`config.mk`:
```
export PLATFORM = sky130hd
export DESIGN_NAME = mil_irq_logic
export DESIGN_NICKNAME = d
export VERILOG_FILES = /design/src/core/mil_irq_logic.v
export VERILOG_INCLUDE_DIRS = /design/src /design/src/core
export SDC_FILE = /design/constraint.sdc
export NUM_CORES = 1
export LEC_CHECK = 0
export BUFFER_PORTS_ARGS = -buffer_cell sky130_fd_sc_hd__buf_4
export CORE_UTILIZATION = 45
export DETAILED_ROUTE_END_ITERATION = 10
export PLACE_DENSITY = 0.76
export SYNTH_ARGS = -nofsm -noshare
export SYNTH_HDL_FRONTEND = slang
export SYNTH_SLANG_ARGS = --single-unit
```
`constraint.sdc`:
```
create_clock -name sys_clk -period 4 [get_ports sys_clk]
set_input_delay 0.4 -clock sys_clk [delete_from_list [all_inputs] [get_ports sys_clk]]
set_output_delay 0.4 -clock sys_clk [all_outputs]
set_load 0.01 [all_outputs]
```
`src/core/mil_consts.vh`:
```
`ifndef MIL_CONSTS_VH
`define MIL_CONSTS_VH

// ----------------------------------------
// register byte addresses
// ----------------------------------------
`define MIL_ADDR_INTCTL 8'h00
`define MIL_ADDR_PFLAG 8'h04
`define MIL_ADDR_PEN 8'h08
`define MIL_ADDR_OPTION 8'h0c
`define MIL_ADDR_EVT_STAT 8'h10
`define MIL_ADDR_EVT_MASK 8'h14
`define MIL_ADDR_VECTOR 8'h18

// ----------------------------------------
// interrupt control register fields
// ----------------------------------------
`define MIL_IC_GLOBAL_EN 7
`define MIL_IC_PERIPH_EN 6
`define MIL_IC_TIMER0_EN 5
`define MIL_IC_EXT_EN 4
`define MIL_IC_PORT_EN 3
`define MIL_IC_TIMER0_FLAG 2
`define MIL_IC_EXT_FLAG 1
`define MIL_IC_PORT_FLAG 0

// ----------------------------------------
// option register fields and reset values
// ----------------------------------------
`define MIL_OPT_EDGE 6
`define MIL_INTCTL_RST 8'h00
`define MIL_OPTION_RST 8'hff
`define MIL_PERIPH_RST 6'h00

// ----------------------------------------
// event status bits
// ----------------------------------------
`define MIL_EV_VECTOR 0
`define MIL_EV_WAKE 1
`define MIL_EV_RETURN 2

// ----------------------------------------
// vector and timer0 limits
// ----------------------------------------
`define MIL_VECTOR_ADDR 13'h0004
`define MIL_TIMER0_MAX 8'hff
`define MIL_TIMER0_ZERO 8'h00

`endif

```
`src/core/mil_irq_logic.v`:
```
// Our own choices: the register offsets and the APB slave port.
`timescale 1ns/1ps
`default_nettype none
`include "mil_consts.vh"

// Notes on behaviour
// - nine sources: pin, timer0, port change and six peripheral events.
// - each flag sets on its event whatever any enable says.
// - global enable bit 7 passes unmasked requests; clear blocks them all from vectoring, not from wake.
// - global enable plus flag and enable set vectors one instruction boundary later, via pend_r.
// - global enable clears on every reset.
// - taking a request clears global enable, pushes pc, loads vector.
// - return-from-interrupt sets global enable again.
// - peripheral flags and enables live apart; group enable in control.
// - pin, port change and timer0 flags live in the control register.
// - external event to vector takes three or four instruction cycles.
// - pin edge is rising when option bit 6 is set, else falling.
// - valid pin edge sets control bit 1; bit 4 masks it.
// - pin event wakes from sleep only when its enable is set.
// - timer0 rollover from all ones to zero sets bit 2, gated bit 5.
// - change on the upper port nibble sets bit 0, own enable gates.
// - hardware saves only the return pc; software saves the rest.
// - enabled request wakes whatever global enable; no vector if clear.
module mil_irq_logic #(
    parameter PERIPH_N = 6,
    parameter PC_W = 13
) (
    input wire sys_clk,
    input wire sys_rst,
    input wire [7:0] paddr,
    input wire psel,
    input wire penable,
    input wire pwrite,
    input wire [31:0] pwdata,
    output reg [31:0] prdata,
    output reg pready,
    output reg pslverr,
    input wire ext_irq_pin,
    input wire [3:0] upper_nibble_port,
    input wire [7:0] timer0_count,
    input wire [PERIPH_N-1:0] periph_event,
    input wire insn_boundary,
    input wire sleep_active,
    input wire return_from_irq_instr,
    input wire [PC_W-1:0] return_pc,
    output reg pc_load_r,
    output reg [PC_W-1:0] pc_value_r,
    output reg stack_push_r,
    output reg [PC_W-1:0] stack_data_r,
    output reg wake_r,
    output reg irq_out_r
);

// ----------------------------------------
// state
// ----------------------------------------
reg [7:0] intctl_r;
reg [PERIPH_N-1:0] pflag_r;
reg [PERIPH_N-1:0] pen_r;
reg [7:0] option_r;
reg [2:0] evt_stat_r;
reg [2:0] evt_mask_r;
reg pin_q_r;
reg [3:0] port_q_r;
reg [7:0] timer0_q_r;
reg pend_r;

wire wr_en;
wire rd_en;
wire addr_ok;
wire edge_sel;
wire pin_edge;
wire port_chg;
wire timer0_ovf;
wire any_active;
wire take;
wire [7:0] ic_set;
wire [2:0] ev_set;

// ----------------------------------------
// event detection
// ----------------------------------------
assign edge_sel = option_r[`MIL_OPT_EDGE];
// only the previous sample is registered, so the edge shows in the cycle the pin changes
assign pin_edge = edge_sel ? (ext_irq_pin & ~pin_q_r) :
                  (~ext_irq_pin & pin_q_r);
assign port_chg = |(upper_nibble_port ^ port_q_r);
assign timer0_ovf = (timer0_q_r == `MIL_TIMER0_MAX) &&
                    (timer0_count == `MIL_TIMER0_ZERO);

// flags set regardless of any enable
assign ic_set = {5'h00, timer0_ovf, pin_edge, port_chg};

assign any_active =
    (intctl_r[`MIL_IC_TIMER0_FLAG] & intctl_r[`MIL_IC_TIMER0_EN]) |
    (intctl_r[`MIL_IC_EXT_FLAG] & intctl_r[`MIL_IC_EXT_EN]) |
    (intctl_r[`MIL_IC_PORT_FLAG] & intctl_r[`MIL_IC_PORT_EN]) |
    (intctl_r[`MIL_IC_PERIPH_EN] & |(pflag_r & pen_r));

// pend_r adds one instruction boundary, giving three or four cycles
assign take = insn_boundary & pend_r & intctl_r[`MIL_IC_GLOBAL_EN] &
              any_active & ~sleep_active;

assign ev_set = {return_from_irq_instr, sleep_active & any_active, take};

// ----------------------------------------
// apb decode
// ----------------------------------------
assign addr_ok = (paddr == `MIL_ADDR_INTCTL) ||
                 (paddr == `MIL_ADDR_PFLAG) ||
                 (paddr == `MIL_ADDR_PEN) ||
                 (paddr == `MIL_ADDR_OPTION) ||
                 (paddr == `MIL_ADDR_EVT_STAT) ||
                 (paddr == `MIL_ADDR_EVT_MASK) ||
                 (paddr == `MIL_ADDR_VECTOR);
// one wait state: effect lands on the edge where pready is high
assign wr_en = psel & penable & pready & pwrite & addr_ok;
assign rd_en = psel & penable & ~pready & ~pwrite;

always @(posedge sys_clk) begin
    if (sys_rst) begin
        pready <= 1'b0;
        pslverr <= 1'b0;
        prdata <= 32'h0000_0000;
    end else begin
        pready <= psel & penable & ~pready;
        pslverr <= psel & penable & ~pready & ~addr_ok;
        if (rd_en) begin
            case (paddr)
                `MIL_ADDR_INTCTL: prdata <= {24'h000000, intctl_r};
                `MIL_ADDR_PFLAG: prdata <= {{(32-PERIPH_N){1'b0}}, pflag_r};
                `MIL_ADDR_PEN: prdata <= {{(32-PERIPH_N){1'b0}}, pen_r};
                `MIL_ADDR_OPTION: prdata <= {24'h000000, option_r};
                `MIL_ADDR_EVT_STAT: prdata <= {29'h0, evt_stat_r};
                `MIL_ADDR_EVT_MASK: prdata <= {29'h0, evt_mask_r};
                `MIL_ADDR_VECTOR: prdata <= {{(32-PC_W){1'b0}},
                                             `MIL_VECTOR_ADDR};
                default: prdata <= 32'h0000_0000;
            endcase
        end else begin
            // read data stands only in the cycle that pready stands
            prdata <= 32'h0000_0000;
        end
    end
end

// ----------------------------------------
// register write strobes
// ----------------------------------------
reg [7:0] intctl_nxt;
reg [PERIPH_N-1:0] pflag_nxt;
reg [PERIPH_N-1:0] pen_nxt;
reg [7:0] option_nxt;
reg [2:0] evt_stat_nxt;
reg [2:0] evt_mask_nxt;
reg pend_nxt;
wire intctl_wr;
wire pflag_wr;
wire pen_wr;
wire option_wr;
wire evt_stat_wr;
wire evt_mask_wr;

assign intctl_wr = wr_en && (paddr == `MIL_ADDR_INTCTL);
assign pflag_wr = wr_en && (paddr == `MIL_ADDR_PFLAG);
assign pen_wr = wr_en && (paddr == `MIL_ADDR_PEN);
assign option_wr = wr_en && (paddr == `MIL_ADDR_OPTION);
assign evt_stat_wr = wr_en && (paddr == `MIL_ADDR_EVT_STAT);
assign evt_mask_wr = wr_en && (paddr == `MIL_ADDR_EVT_MASK);

// ----------------------------------------
// interrupt control next value
// ----------------------------------------
always @* begin
    intctl_nxt = intctl_r;
    // hardware sets win over a clearing write
    if (intctl_wr) begin
        intctl_nxt[6:0] = pwdata[6:0] | ic_set[6:0];
    end else begin
        intctl_nxt[6:0] = intctl_r[6:0] | ic_set[6:0];
    end
    // a take outranks a return, a return outranks software
    if (take) begin
        intctl_nxt[`MIL_IC_GLOBAL_EN] = 1'b0;
    end else if (return_from_irq_instr) begin
        intctl_nxt[`MIL_IC_GLOBAL_EN] = 1'b1;
    end else if (intctl_wr) begin
        intctl_nxt[`MIL_IC_GLOBAL_EN] = pwdata[`MIL_IC_GLOBAL_EN];
    end
end

// ----------------------------------------
// peripheral, option and event next values
// ----------------------------------------
always @* begin
    if (pflag_wr) begin
        pflag_nxt = pwdata[PERIPH_N-1:0] | periph_event;
    end else begin
        pflag_nxt = pflag_r | periph_event;
    end
end

always @* begin
    if (pen_wr) begin
        pen_nxt = pwdata[PERIPH_N-1:0];
    end else begin
        pen_nxt = pen_r;
    end
end

always @* begin
    if (option_wr) begin
        option_nxt = pwdata[7:0];
    end else begin
        option_nxt = option_r;
    end
end

always @* begin
    // write one to clear, a new event in the same cycle stays set
    if (evt_stat_wr) begin
        evt_stat_nxt = (evt_stat_r & ~pwdata[2:0]) | ev_set;
    end else begin
        evt_stat_nxt = evt_stat_r | ev_set;
    end
end

always @* begin
    if (evt_mask_wr) begin
        evt_mask_nxt = pwdata[2:0];
    end else begin
        evt_mask_nxt = evt_mask_r;
    end
end

always @* begin
    if (insn_boundary) begin
        pend_nxt = intctl_r[`MIL_IC_GLOBAL_EN] & any_active;
    end else begin
        pend_nxt = pend_r;
    end
end

// ----------------------------------------
// interrupt registers
// ----------------------------------------
always @(posedge sys_clk) begin
    if (sys_rst) begin
        intctl_r <= `MIL_INTCTL_RST;
    end else begin
        intctl_r <= intctl_nxt;
    end
end

always @(posedge sys_clk) begin
    if (sys_rst) begin
        pflag_r <= `MIL_PERIPH_RST;
        pen_r <= `MIL_PERIPH_RST;
    end else begin
        pflag_r <= pflag_nxt;
        pen_r <= pen_nxt;
    end
end

always @(posedge sys_clk) begin
    if (sys_rst) begin
        option_r <= `MIL_OPTION_RST;
    end else begin
        option_r <= option_nxt;
    end
end

always @(posedge sys_clk) begin
    if (sys_rst) begin
        evt_stat_r <= 3'h0;
        evt_mask_r <= 3'h0;
    end else begin
        evt_stat_r <= evt_stat_nxt;
        evt_mask_r <= evt_mask_nxt;
    end
end

always @(posedge sys_clk) begin
    if (sys_rst) begin
        pend_r <= 1'b0;
    end else begin
        pend_r <= pend_nxt;
    end
end

// ----------------------------------------
// input samples
// ----------------------------------------
// samples track the pins through reset, so release shows no false edge
always @(posedge sys_clk) begin
    pin_q_r <= ext_irq_pin;
    port_q_r <= upper_nibble_port;
    timer0_q_r <= timer0_count;
end

// ----------------------------------------
// core side next values
// ----------------------------------------
reg pc_load_nxt;
reg [PC_W-1:0] pc_value_nxt;
reg stack_push_nxt;
reg [PC_W-1:0] stack_data_nxt;
reg wake_nxt;
reg irq_out_nxt;

always @* begin
    pc_load_nxt = take;
    stack_push_nxt = take;
    if (take) begin
        pc_value_nxt = `MIL_VECTOR_ADDR;
        stack_data_nxt = return_pc;
    end else begin
        pc_value_nxt = pc_value_r;
        stack_data_nxt = stack_data_r;
    end
end

always @* begin
    // wake ignores global enable; vectoring then follows it
    wake_nxt = sleep_active & any_active;
    irq_out_nxt = |((evt_stat_r | ev_set) & evt_mask_r);
end

// ----------------------------------------
// core side outputs
// ----------------------------------------
always @(posedge sys_clk) begin
    if (sys_rst) begin
        pc_load_r <= 1'b0;
        stack_push_r <= 1'b0;
    end else begin
        pc_load_r <= pc_load_nxt;
        stack_push_r <= stack_push_nxt;
    end
end

always @(posedge sys_clk) begin
    if (sys_rst) begin
        pc_value_r <= {PC_W{1'b0}};
        stack_data_r <= {PC_W{1'b0}};
    end else begin
        pc_value_r <= pc_value_nxt;
        stack_data_r <= stack_data_nxt;
    end
end

always @(posedge sys_clk) begin
    if (sys_rst) begin
        wake_r <= 1'b0;
        irq_out_r <= 1'b0;
    end else begin
        wake_r <= wake_nxt;
        irq_out_r <= irq_out_nxt;
    end
end

endmodule
`default_nettype wire

```
Yosys cells after proc, flatten, opt, wreduce, memory -nomap -nowiden
Cells that the tools add are included.
Operators by class
  equal/unequal tests: 7
  muxes and demuxes: 7
  bitwise gates (word level): 40
  reductions and logical operators: 21
Operators by type and width (count)
  8-bit one-hot mux with 7 select lines: 1
  8-bit by 5-bit == test with 1-bit output, second input constant: 3
  1-bit AND: 19
  8-bit by 4-bit == test with 1-bit output, second input constant: 2
  8-bit logical NOT: 2
  7-bit by 3-bit OR with 7-bit output: 2
  6-bit OR: 2
  8-bit by 3-bit == test with 1-bit output, second input constant: 1
  8-bit == test, second input constant: 1
  1-bit logical AND: 7
  7-bit 2-to-1 mux: 1
  1-bit inverter: 7
  3-bit AND: 2
  6-bit AND: 1
  1-bit logical OR: 6
  6-bit 2-to-1 mux: 1
  3-bit OR: 2
  6-bit OR reduction: 1
  2-bit OR reduction: 2
  4-bit OR reduction: 1
  4-bit XOR: 1
  1-bit 2-to-1 mux: 3
  3-bit 2-to-1 mux: 1
  3-bit inverter: 1
  other kinds (3): 5
Storage, ports and cells
  bits in registers: 99
  input port bits: 80
  output and inout bits: 64
  logic and storage cells: 94

Depth between registers and ports, before layout
Gate-level depths: netlist of the first run.
  depth in word-level cells: 11
  mapped depth: 6
  gate-level depth less buffers: 4

Worst setup path before layout of the first run
No wires, ideal clock.
  kind: input to register
  start: input port paddr[0]
  end: register pen_r[0]
  library setup time: 132 ps
  arrival: 1824 ps
  data required time: 3868 ps
  path slack: 2044 ps
  stages: 6
  buffers on the path: 2
  cells stage by stage: or4_4 -> buf_6 -> or4_4 -> buf_6 -> o21ai_1 -> a21oi_1
Between the ends
  longest elaborated chain between the ends: 9
  elaborated cells between the ends (all ways): 15
  classes of those cells: eq/ne (6); bitwise (1); reduce/logical (8)
RTL lines
  from (decl): RTL line mil_irq_logic.v:30  | input wire [7:0] paddr,
  8-bit by 3-bit == test with 1-bit output or 8-bit logical NOT (tied branches)
  1-bit logical OR (6 in series): RTL line mil_irq_logic.v:109  | assign addr_ok = (paddr == `MIL_ADDR_INTCTL) ||
  1-bit AND: RTL line mil_irq_logic.v:117  | assign wr_en = psel & penable & pready & pwrite & addr_ok;
  1-bit logical AND *: RTL line mil_irq_logic.v:166  | assign pen_wr = wr_en && (paddr == `MIL_ADDR_PEN);
  to (signal assigned): RTL line mil_irq_logic.v:258  | pen_r <= `MIL_PERIPH_RST;
  to (signal assigned): RTL line mil_irq_logic.v:261  | pen_r <= pen_nxt;
  to (decl): RTL line mil_irq_logic.v:59  | reg [PERIPH_N-1:0] pen_r;
Every way passes the cells marked *; elsewhere a longest branch is shown, timed or not.
A chain may end at the register's enable or synchronous reset.

Final worst setup path of the first run
  start: register pready
  end: register pflag_r[1]
Between the ends
  longest elaborated chain between the ends: 5
RTL lines
  from (decl): RTL line mil_irq_logic.v:36  | output reg pready,
  from (signal assigned): RTL line mil_irq_logic.v:126  | pready <= psel & penable & ~pready;
  1-bit AND (3 in series): RTL line mil_irq_logic.v:117
  1-bit logical AND: RTL line mil_irq_logic.v:165  | assign pflag_wr = wr_en && (paddr == `MIL_ADDR_PFLAG);
  6-bit 2-to-1 mux: RTL line mil_irq_logic.v:196  | if (pflag_wr) begin
  to (signal assigned): RTL line mil_irq_logic.v:257  | pflag_r <= `MIL_PERIPH_RST;
  to (signal assigned): RTL line mil_irq_logic.v:260  | pflag_r <= pflag_nxt;
  to (decl): RTL line mil_irq_logic.v:58  | reg [PERIPH_N-1:0] pflag_r;
Every way passes these cells.

==> results of run 1 <==
flip-flops by register name, indices dropped and copies added (netlist names), 3 cells and up:
signal        cells
timer0_q_r        8
stack_data_r     13
intctl_r          8
evt_mask_r        3
pflag_r           6
evt_stat_r        3
port_q_r          4
pen_r             6
option_r          8
prdata            8
synthesized netlist by cell type (2+ instances only):
library cell and number:
buf_2 6, xor2_1 4, mux4_2 5, o21ai_0 9
and2_1 2, buf_4 40, mux2i_1 20, nor3b_1 2
a21oi_1 17, nor2_1 24, or4_4 2, buf_6 2
nand3_1 15, o211ai_1 3, inv_1 7, nor4_1 5
a22oi_1 7, buf_1 2, a211oi_1 13, o21ai_1 10
nand2b_1 28, dfxtp_1 75, a31oi_1 5, nand4_1 3
a21boi_1 8, nand3b_1 2, nor2b_1 6, nor4_4 2
clkbuf_1 10, nand2_1 4, a311o_1 8
cell families after synthesis:
kind of cell	synth area share
flops	0.4345
other cells	0.001085
compound gates	0.1651
buf+inv	0.1227
simple gates	0.1727
mux	0.09377
xor+xnor	0.01014
layout by cell type, fill, tap and decap left out, drive strengths merged, types with 3 or more instances in the layout:
cell type | Yosys | layout
buf | 50 | 84
dfxtp | 75 | 75
conb | 1 | 36
nand2b | 28 | 28
nor2 | 24 | 24
mux2i | 20 | 20
o21ai | 19 | 19
a21oi | 17 | 17
nand3 | 15 | 15
a211oi | 13 | 13
clkbuf | 10 | 13
a21boi | 8 | 8
a311o | 8 | 8
nor4 | 8 | 8
a22oi | 7 | 7
inv | 7 | 7
nor2b | 6 | 6
a31oi | 5 | 5
mux4 | 5 | 5
nand2 | 4 | 4
xor2 | 4 | 4
nand4 | 3 | 3
o211ai | 3 | 3
or4 | 3 | 3
power breakdown:
group,switching (mW),internal [mW],leakage [nW]
sequential,0.0107,0.761,0.613
clock,0.258,0.319,0.0995
combinational,0.0753,0.0637,0.938
layer usage:
layer / GRT usage / share of wire
met3: 0.04388 / 0.064
met4: 0.07504 / 0.011
met2: 0.3051 / 0.48
met5: 0 / 0
met1: 0.2677 / 0.45
final cells by class:
cell class                      count  area (um^2)  area share
Sequential cell                    75         1501      0.3629
Clock inverter                      2        35.03    0.008467
Timing Repair Buffer               84        630.6      0.1524
Clock buffer                       13        158.9     0.03840
Tap cell                           99        123.9     0.02994
Inverter                            7        26.28    0.006350
Multi-Input combinational cell    251         1662      0.4016
through the flow:
stage | cells | hold slack [ps] | setup WS, ps
2_1_floorplan | 393 | 427.7 | 2044
3_3_place_gp | 516 | 436.2 | 1600
3_5_place_dp | 516 | 440.1 | 1522
4_1_cts | 531 | 158.0 | 1779
5_1_grt | 531 | 154.8 | 1647
6_report | 531 | 172.6 | 1768
worst register-to-register path: cells and delay by family, from the launching register on:
family	cells	cell delay [ps]
AND/OR/NAND/NOR	3	1630
flip-flops	1	350
AO/OA/AOI/OAI	1	110
worst max path at each step:
stage	to	slack [ps]
finish	pflag_r[1]$_SDFF_PP0_	1770
global route	pflag_r[1]$_SDFF_PP0_	1650
CTS	pflag_r[1]$_SDFF_PP0_	1780
detailed placement	pflag_r[1]$_SDFF_PP0_	1520
global placement	pflag_r[0]$_SDFF_PP0_	1600
floorplan	pen_r[0]$_SDFFE_PP0P_	2040
==> flow_summary.json, run 1 <==
{
  "outcome": "finished clean",
  "vdd_ir_drop_max_v": 0.0001732,
  "finalHoldViolations": 0,
  "synth_cell_types": 43,
  "synth_top_area_share": 0.4345,
  "cts_tree": "built",
  "cts_root_buf": "clkbuf_8",
  "crit_type": "reg -> reg",
  "p_total_mw": 1.488,
  "cts_resized": 0,
  "clock-sinks": 75,
  "die_x_um": 89.64,
  "synth_cells": 358,
  "syn_area_mm2": 0.003456,
  "wl_per_cell_um": 14.54,
  "min_period_ps": 2232,
  "rrSetupSlack_ps": 1770,
  "rows": 31,
  "cp_max_fo": 17,
  "dr.first_iter.drc_count": 202,
  "worstHoldStart": "timer0_count[4]",
  "cp_data_required_time_ps": 4200,
  "worst_setup_path_start_kind": "flip-flop",
  "finClkSkew_ps": 9.170,
  "cts_hold_buf": 0,
  "worstReg2RegEnd": "pflag_r[1]$_SDFF_PP0_",
  "max-cap-violations": 0,
  "fin_tns_setup_ps": 0,
  "fmax_mhz": 448.0,
  "power_density_mw_per_mm2": 359.5,
  "die_h_um": 89.64,
  "vias": 2782,
  "synth_seq_cells": 75,
  "hp-class": "in -> reg",
  "path_buf_inv": 0,
  "tightestPinTransition_ps": 952.6,
  "cp_slowest_cell": "nor4_4",
  "cp-end-kind": "flip-flop",
  "grt_pass1_wl_um": 11860,
  "synth_area_per_cell_um2": 9.653,
  "path_cells": "nand4_1 -> nor4_4 -> and2_1 -> a211oi_1",
  "grt_pass1_vias": 2434,
  "rr_worst_depth": 4,
  "nets": 508,
  "dp_hpwl_um": 5587,
  "max_stage_delay_ps": 910,
  "setup_violations": 0,
  "h-tree-depth": 3,
  "ys_seq_area_frac": 0.4345,
  "antenna_found_initial": 0,
  "r2r-start": "pready$_SDFF_PP0_",
  "area_delta_synth_final_pct": 19.73,
  "placed_cell_area_mm2": 0.003944,
  "fp.dieArea_mm2": 0.008034,
  "final_util": 0.5644,
  "start_util": 0.4714,
  "grt_max_degree": 67,
  "rsz0062_at_grt": "no",
  "port_buffers": 83,
  "clk_pin_slew_ps": 70,
  "cpLargestDelayFamily": "simple AND/OR/NAND/NOR gates",
  "drv_slew": 0,
  "cp.depth": 4,
  "place_congestion": 0.8389,
  "clock_path_buffers": 2,
  "relSlewSlack": 0.3602,
  "synth_area_leaders": "dfxtp_1 (43%), buf_4 (8.7%), mux2i_1 (5.8%), nand2b_1 (5.1%), mux4_2 (3.3%)",
  "synth_edf_count": 0,
  "drive_above_1_share": 0.2546,
  "min_period_over_period": 0.5580,
  "synth_ff_type": "dfxtp_1",
  "viasPerCell": 5.239,
  "clock_latency_ps": 340,
  "grt.total_usage": 0.1967,
  "cts-buffers-inserted": 9,
  "coreArea_mm2": 0.007331,
  "yosys_warnings": 0,
  "post_cts_buffers": 0,
  "drc": 0,
  "antennaDiodeCount": 0,
  "crit_start": "pready$_SDFF_PP0_",
  "hold_path_end": "timer0_q_r[4]$_DFF_P_",
  "antenna_left": 0,
  "yosys.area.top_type": "dfxtp_1",
  "ys_async_sr_fraction": 0,
  "first_pass_iters": 5,
  "p_leak_nw": 1.650,
  "cp.arrival_ps": 2430,
  "finalWirelength_um": 7720,
  "whs_path_depth": 1,
  "finish.instance_area_mm2": 0.004138,
  "gr-total-overflow": 0,
  "num-fill-cells": 686,
  "pin_count": 144
}
Note: power is estimated with default switching activity, not from simulation.
==> run 2, diff against run 1 <==
--- a/config.mk
+++ b/config.mk
@@ -6,10 +6,11 @@
 export SDC_FILE = /design/constraint.sdc
 export NUM_CORES = 1
 export LEC_CHECK = 0
+export ABC_AREA = 1
 export BUFFER_PORTS_ARGS = -buffer_cell sky130_fd_sc_hd__buf_4
 export CORE_UTILIZATION = 45
 export DETAILED_ROUTE_END_ITERATION = 10
-export PLACE_DENSITY = 0.76
+export PLACE_DENSITY = 0.77
 export SYNTH_ARGS = -nofsm -noshare
 export SYNTH_HDL_FRONTEND = slang
 export SYNTH_SLANG_ARGS = --single-unit
==> constraint.sdc (replaced) <==
create_clock -name sys_clk -period 2.08 [get_ports sys_clk]
set_input_delay 0.208 -clock sys_clk [delete_from_list [all_inputs] [get_ports sys_clk]]
set_output_delay 0.208 -clock sys_clk [all_outputs]
set_load 0.01 [all_outputs]
==> run 2 against run 1 <==
  * Core utilization grew 4.0 points
  * Routed wire length shrank 5.3%
  * Maximum frequency grew 40%
  * Cell count grew 19%
  * Via count grew 3.3%
  * Sequential power grew 92%
  * Critical path depth grew 6
  * Hold slack lost 130 ps
  * Worst setup slack lost 1300 ps
  * Global-route usage grew 0.71 points
  * Non-clock buffer count grew 16
  * Area after synthesis shrank 6.0%
==> flow_summary.json, run 2 <==
{
  "power_density_mw_per_mm2": 679.3,
  "outcome": "finished clean",
  "post_cts_buffers": 0,
  "max-cap-violations": 0,
  "cpLargestDelayFamily": "simple AND/OR/NAND/NOR gates",
  "place_congestion": 0.9336,
  "synth_top_area_share": 0.4622,
  "antenna_found_initial": 0,
  "worst_setup_path_start_kind": "flip-flop",
  "syn_area_mm2": 0.003248,
  "vdd_ir_drop_max_v": 0.0003568,
  "min_period_over_period": 0.7649,
  "cp_data_required_time_ps": 2380,
  "synth.most_common_cell": "nand2_1",
  "num-fill-cells": 617,
  "crit_type": "reg -> reg",
  "final_cell_mix": "nand2_1 (124), buf_4 (87), dfxtp_1 (75)",
  "tightestPinTransition_ps": 547.2,
  "dr.first_iter.drc_count": 221,
  "max_stage_delay_ps": 440,
  "synth_cells": 433,
  "clock_path_buffers": 2,
  "hp-class": "in -> reg",
  "synth_commonest_cells": "nand2_1 (124), dfxtp_1 (75), inv_1 (43)",
  "grt_pass1_vias": 2634,
  "synth_area_per_cell_um2": 7.501,
  "pin_count": 144,
  "grt_max_degree": 25,
  "hold_ws_ps": 38.21,
  "cp.arrival_ps": 1890,
  "final_util": 0.6047,
  "fmax_mhz": 628.5,
  "grt.total_usage": 0.2038,
  "antenna_left": 0,
  "antennaDiodeCount": 0,
  "die_x_um": 86.96,
  "first_pass_iters": 5,
  "clock_latency_ps": 350,
  "path_cells": "nand2_1 -> nand2_1 -> nor2_1 -> nand2_1 -> nand2_1 -> nand2_1 -> nand3_2 -> nor2_2 -> nand2_1 -> nand2_1",
  "drv_slew": 0,
  "start_util": 0.4729,
  "regMostFlops": "stack_data_r",
  "dp_hpwl_um": 5316,
  "ys_async_sr_fraction": 0,
  "drive_above_1_share": 0.2235,
  "synth_cell_types": 30,
  "area_delta_synth_final_pct": 27.89,
  "synth_seq_cells": 75,
  "finClkSkew_ps": 15.04,
  "rows": 30,
  "relSlewSlack": 0.6348,
  "layout.cells.most_common": "nand2_1",
  "nets": 612,
  "wl_per_cell_um": 11.55,
  "viasPerCell": 4.542,
  "h-tree-depth": 3,
  "fin_tns_setup_ps": 0,
  "setup_violations": 0,
  "synth_edf_count": 0,
  "vias": 2875,
  "fp.dieArea_mm2": 0.007562,
  "cts_tree": "built",
  "ys_seq_area_frac": 0.4622,
  "yosys_warnings": 0,
  "die_h_um": 86.96,
  "cp_max_fo": 14,
  "grt_pass1_wl_um": 11750,
  "clk_pin_slew_ps": 80,
  "cts-buffers-inserted": 9,
  "gr-total-overflow": 0,
  "cp_common_cell": "nand2_1",
  "path_buf_inv": 0,
  "coreArea_mm2": 0.006869,
  "synth_ff_type": "dfxtp_1",
  "port_buffers": 83,
  "largest_reg_flops": 13,
  "clock-sinks": 75,
  "cp_slowest_cell": "nor2_2",
  "finalWirelength_um": 7310,
  "yosys.area.top_type": "dfxtp_1",
  "p_leak_nw": 2.092,
  "rsz0062_at_grt": "no",
  "finalHoldViolations": 0,
  "drc": 0,
  "min_period_ps": 1591,
  "synth_area_leaders": "dfxtp_1 (46%), nand2_1 (14%), buf_4 (9.0%), inv_1 (5.0%), nand3_1 (3.9%)",
  "cp-end-kind": "flip-flop",
  "cts_root_buf": "clkbuf_8"
}
-- run 2: changes by cell type after synthesis, sizes merged, moves of 9 or more --
cell,change
a211oi,-13
o21ai,+12
nand2,+122
nor2,+9
nand2b,-28
inv,+40
nand3,+11
mux2i,-20
-- run 2: power breakdown --
part           internal, mW  switching, mW
logic                 0.109          0.116
registers              1.46         0.0164
clock network         0.560          0.557
-- run 2: cell families (layout without fill, tap and decap cells) --
| logic type | count (synthesis) | count (layout) | share of synthesized area |
|---|---|---|---|
| buffers and inverters | 94 | 163 | 0.1548 |
| flip-flops | 75 | 75 | 0.4622 |
| XOR/XNOR | 4 | 4 | 0.01078 |
| other | 1 | 36 | 0.001155 |
| AO/OA/AOI/OAI | 64 | 64 | 0.1059 |
| AND/OR/NAND/NOR | 195 | 195 | 0.2650 |
-- run 2: repair_timing --
action | CTS | global route
gates resized for setup | 0 | 0
hold buffers | 13 | 0
endpoints found under the setup margin | 0 | 0
endpoints found under the hold margin | 13 | 0
-- run 2: through the flow --
stage | power, mW | worst slack, ps | area, um^2 | std cells
final | 2.822 | 489.0 | 4154 | 633
after global routing | 2.936 | 317.1 | 4154 | 633
after CTS | 2.843 | 504.5 | 4154 | 633
after detailed placement | 1.716 | 449.0 | 3826 | 604
after global placement | 1.711 | 475.4 | 3826 | 604
after floorplan | 1.650 | 759.8 | 3379 | 468
-- run 2: worst paths after layout --
kind / slack [ps] / from / cells past startpoint / endpoint
hold / removal: 40 / return_pc[8] / 3 / stack_data_r[8]$_SDFFE_PP0P_
hold reg to reg: 460 / option_r[4]$_SDFFE_PP1P_ / 2 / prdata[4]$_SDFF_PP0_
setup reg to reg: 490 / pflag_r[4]$_SDFF_PP0_ / 10 / stack_data_r[3]$_SDFFE_PP0P_
setup / recovery: 490 / pflag_r[4]$_SDFF_PP0_ / 10 / stack_data_r[3]$_SDFFE_PP0P_
-- run 2: layout make-up --
cell class,instances,area (um^2),area share
Sequential cell,75,1501,0.3614
Multi-Input combinational cell,299,1375,0.3310
Timing Repair Buffer,100,783.3,0.1886
Inverter,47,176.4,0.04247
Clock buffer,9,123.9,0.02982
Tap cell,96,120.1,0.02892
Clock inverter,7,73.82,0.01777
-- run 2: per-layer routing --
metal	vias to the layer above	wire length (um)	GRT usage
met4	0	167	0.08485
li1	1495	-	-
met1	1248	3133	0.2461
met5	-	0	0
met3	18	528	0.05213
met2	114	3480	0.3443
-- run 2: worst register-to-register path, cell delays in order (launching register included) --
cell and delay (ps):
dfxtp_1 380, nand2_1 80, nand2_1 60, nor2_1 40, nand2_1 60, nand2_1 50
nand2_1 140, nand3_2 110, nor2_2 440, nand2_1 130, nand2_1 80
==> run 3, diff against run 2 <==
==> constraint.sdc (replaced) <==
create_clock -name sys_clk -period 1.5 [get_ports sys_clk]
set_input_delay 0.15 -clock sys_clk [delete_from_list [all_inputs] [get_ports sys_clk]]
set_output_delay 0.15 -clock sys_clk [all_outputs]
set_load 0.01 [all_outputs]
==> run 3 against run 2 <==
  * Sequential power up 39%
  * Hold slack lost 27 ps
  * Flip-flop and latch count unchanged
  * Power is 36% higher
  * Cell count grew 4.4%
  * Critical endpoint is now stack_data_r[1]$_SDFFE_PP0P_
  * Highest routed layer unchanged
==> flow_summary.json, run 3 (synthesis results as in run 2) <==
{
  "die_h_um": 86.96,
  "r2r-start": "pflag_r[4]$_SDFF_PP0_",
  "rows": 30,
  "cp-end-kind": "flip-flop",
  "clock_path_buffers": 2,
  "intPower_mw": 2.909,
  "antenna_found_initial": 0,
  "cp_common_cell": "nand2_1",
  "p_sw_frac": 0.2436,
  "num-fill-cells": 613,
  "vdd_ir_drop_max_v": 0.0006331,
  "antenna_left": 0,
  "largest_reg_flops": 13,
  "place_congestion": 0.9403,
  "cts_tree": "built",
  "h-tree-depth": 3,
  "grt_pass1_vias": 2696,
  "clock_latency_ps": 340,
  "gr-total-overflow": 0,
  "grt_max_degree": 38,
  "drive_above_1_share": 0.2372,
  "wl_per_cell_um": 11.27,
  "cp_max_fo": 14,
  "pin_count": 144,
  "clk_pin_slew_ps": 80,
  "vias": 3005,
  "grt_pass1_wl_um": 11890,
  "final_util": 0.6454,
  "max_stage_delay_ps": 370,
  "nets": 640,
  "combinationalPowerShare": 0.094,
  "fmax_mhz": 719.5,
  "switching_power_mw": 0.9368,
  "multi_input_area_mm2": 0.001391,
  "min_period_ps": 1390,
  "max-cap-violations": 0,
  "worstHoldStart": "return_pc[10]",
  "cp.arrival_ps": 1680,
  "fp.dieArea_mm2": 0.007562,
  "finalWirelength_um": 7447,
  "finClkSkew_ps": 8.834,
  "hold_path_end": "stack_data_r[10]$_SDFFE_PP0P_",
  "dp_hpwl_um": 5327,
  "die_x_um": 86.96,
  "dr.first_iter.drc_count": 191,
  "hp-class": "in -> reg",
  "start_util": 0.4729,
  "p_leak_nw": 2.213,
  "min_period_over_period": 0.9266,
  "setup_violations": 0,
  "fin_tns_setup_ps": 0,
  "drv_slew": 0,
  "rrSetupSlack_ps": 110,
  "ff_latch_area_mm2": 0.001503,
  "rr_worst_depth": 11,
  "whs_path_depth": 3,
  "worst_setup_path_start_kind": "flip-flop",
  "cts-buffers-inserted": 9,
  "worstReg2RegEnd": "stack_data_r[1]$_SDFFE_PP0P_",
  "hold_ws_ps": 11.56,
  "regMostFlops": "stack_data_r",
  "outcome": "finished clean",
  "path_cells": "nand2_1 -> nand2_1 -> nor2_1 -> nand2_1 -> nand2_1 -> nand2_1 -> nand3_2 -> nor2_4 -> buf_12 -> nand2_1 -> nand2_1",
  "first_pass_iters": 4,
  "antennaDiodeCount": 0,
  "placed_cell_area_mm2": 0.003914,
  "coreArea_mm2": 0.006869,
  "p_total_mw": 3.846,
  "post_cts_buffers": 0,
  "grt.total_usage": 0.2020,
  "cts_root_buf": "clkbuf_8",
  "layout.cells.most_common": "nand2_1",
  "power_density_mw_per_mm2": 867.6,
  "finalHoldViolations": 0,
  "finish.instance_area_mm2": 0.004433,
  "drc": 0,
  "clock-sinks": 75,
  "viasPerCell": 4.546,
  "clkPwrFrac": 0.373,
  "port_buffers": 83,
  "crit_type": "reg -> reg",
  "area_delta_synth_final_pct": 36.48,
  "final_cell_mix": "nand2_1 (123), buf_4 (95), dfxtp_1 (74)",
  "cp_slowest_cell": "dfxtp_1",
  "cp_data_required_time_ps": 1790,
  "power_frac_seq": 0.534
}
-- run 3: cell types whose count changed in the layout (fill, tap and decap cells not counted), sizes merged --
cell	change
dlygate4sd3	+18
clkinvlp	+2
bufinv	-1
clkinv	-2
inv	-1
buf	+10
clkbuf	+2
-- run 3: final cells by class --
type / instances / share of cell area
Sequential cell: 75 / 0.3390
Multi-Input combinational cell: 299 / 0.3139
Timing Repair Buffer: 128 / 0.2379
Inverter: 47 / 0.03980
Clock buffer: 11 / 0.03415
Tap cell: 96 / 0.02710
Clock inverter: 5 / 0.008185
-- run 3: worst max-delay path: cells and delay by family (launching register included) --
kind	cells	cell delay, ps
buffers and inverters	1	140
flip-flops	1	370
AND/OR/NAND/NOR	10	820
-- run 3: through the flow --
stage	cells	setup WS (ps)
floorplan	468	212.1
global placement	614	-4.411
detailed placement	614	-19.39
CTS	661	46.51
global route	661	-11.10
finish	661	110.1
-- run 3: worst max path at each step --
| stage | startpoint | endpoint | slack [ps] | cells past startpoint |
|---|---|---|---|---|
| detailed placement | paddr[5] | pen_r[2]$_SDFFE_PP0P_ | -20 | 9 |
| CTS | pready$_SDFF_PP0_ | pen_r[3]$_SDFFE_PP0P_ | 50 | 7 |
| finish | pflag_r[4]$_SDFF_PP0_ | stack_data_r[1]$_SDFFE_PP0P_ | 110 | 11 |
| global route | pflag_r[4]$_SDFF_PP0_ | stack_data_r[11]$_SDFFE_PP0P_ | -10 | 11 |
| global placement | paddr[5] | intctl_r[6]$_SDFFE_PP0P_ | -4 | 9 |
| floorplan | pready$_SDFF_PP0_ | pen_r[2]$_SDFFE_PP0P_ | 210 | 8 |
-- run 3: per-layer routing --
metal  routed length [um]  share of wire  track usage
met4                  150          0.020      0.08485
met2                 3571           0.48       0.3400
met3                  464          0.062      0.03507
met1                 3261           0.44       0.2550
met5                    0              0            0
-- run 3: power by group through the flow --
| stage | Clock, mW | Combinational (mW) | Sequential (mW) |
|---|---|---|---|
| 2_1_floorplan | 0 | 0.195 | 2.09 |
| 3_3_place_gp | 0 | 0.283 | 2.10 |
| 3_5_place_dp | 0 | 0.287 | 2.10 |
| 4_1_cts | 1.46 | 0.352 | 2.05 |
| 5_1_grt | 1.53 | 0.396 | 2.06 |
| 6_report | 1.43 | 0.361 | 2.05 |
-- run 3: timing repair --
action	in CTS	in global routing
setup endpoints to repair	0	13
gates resized for setup	0	6
hold buffers	31	0
endpoints found under the hold margin	31	0
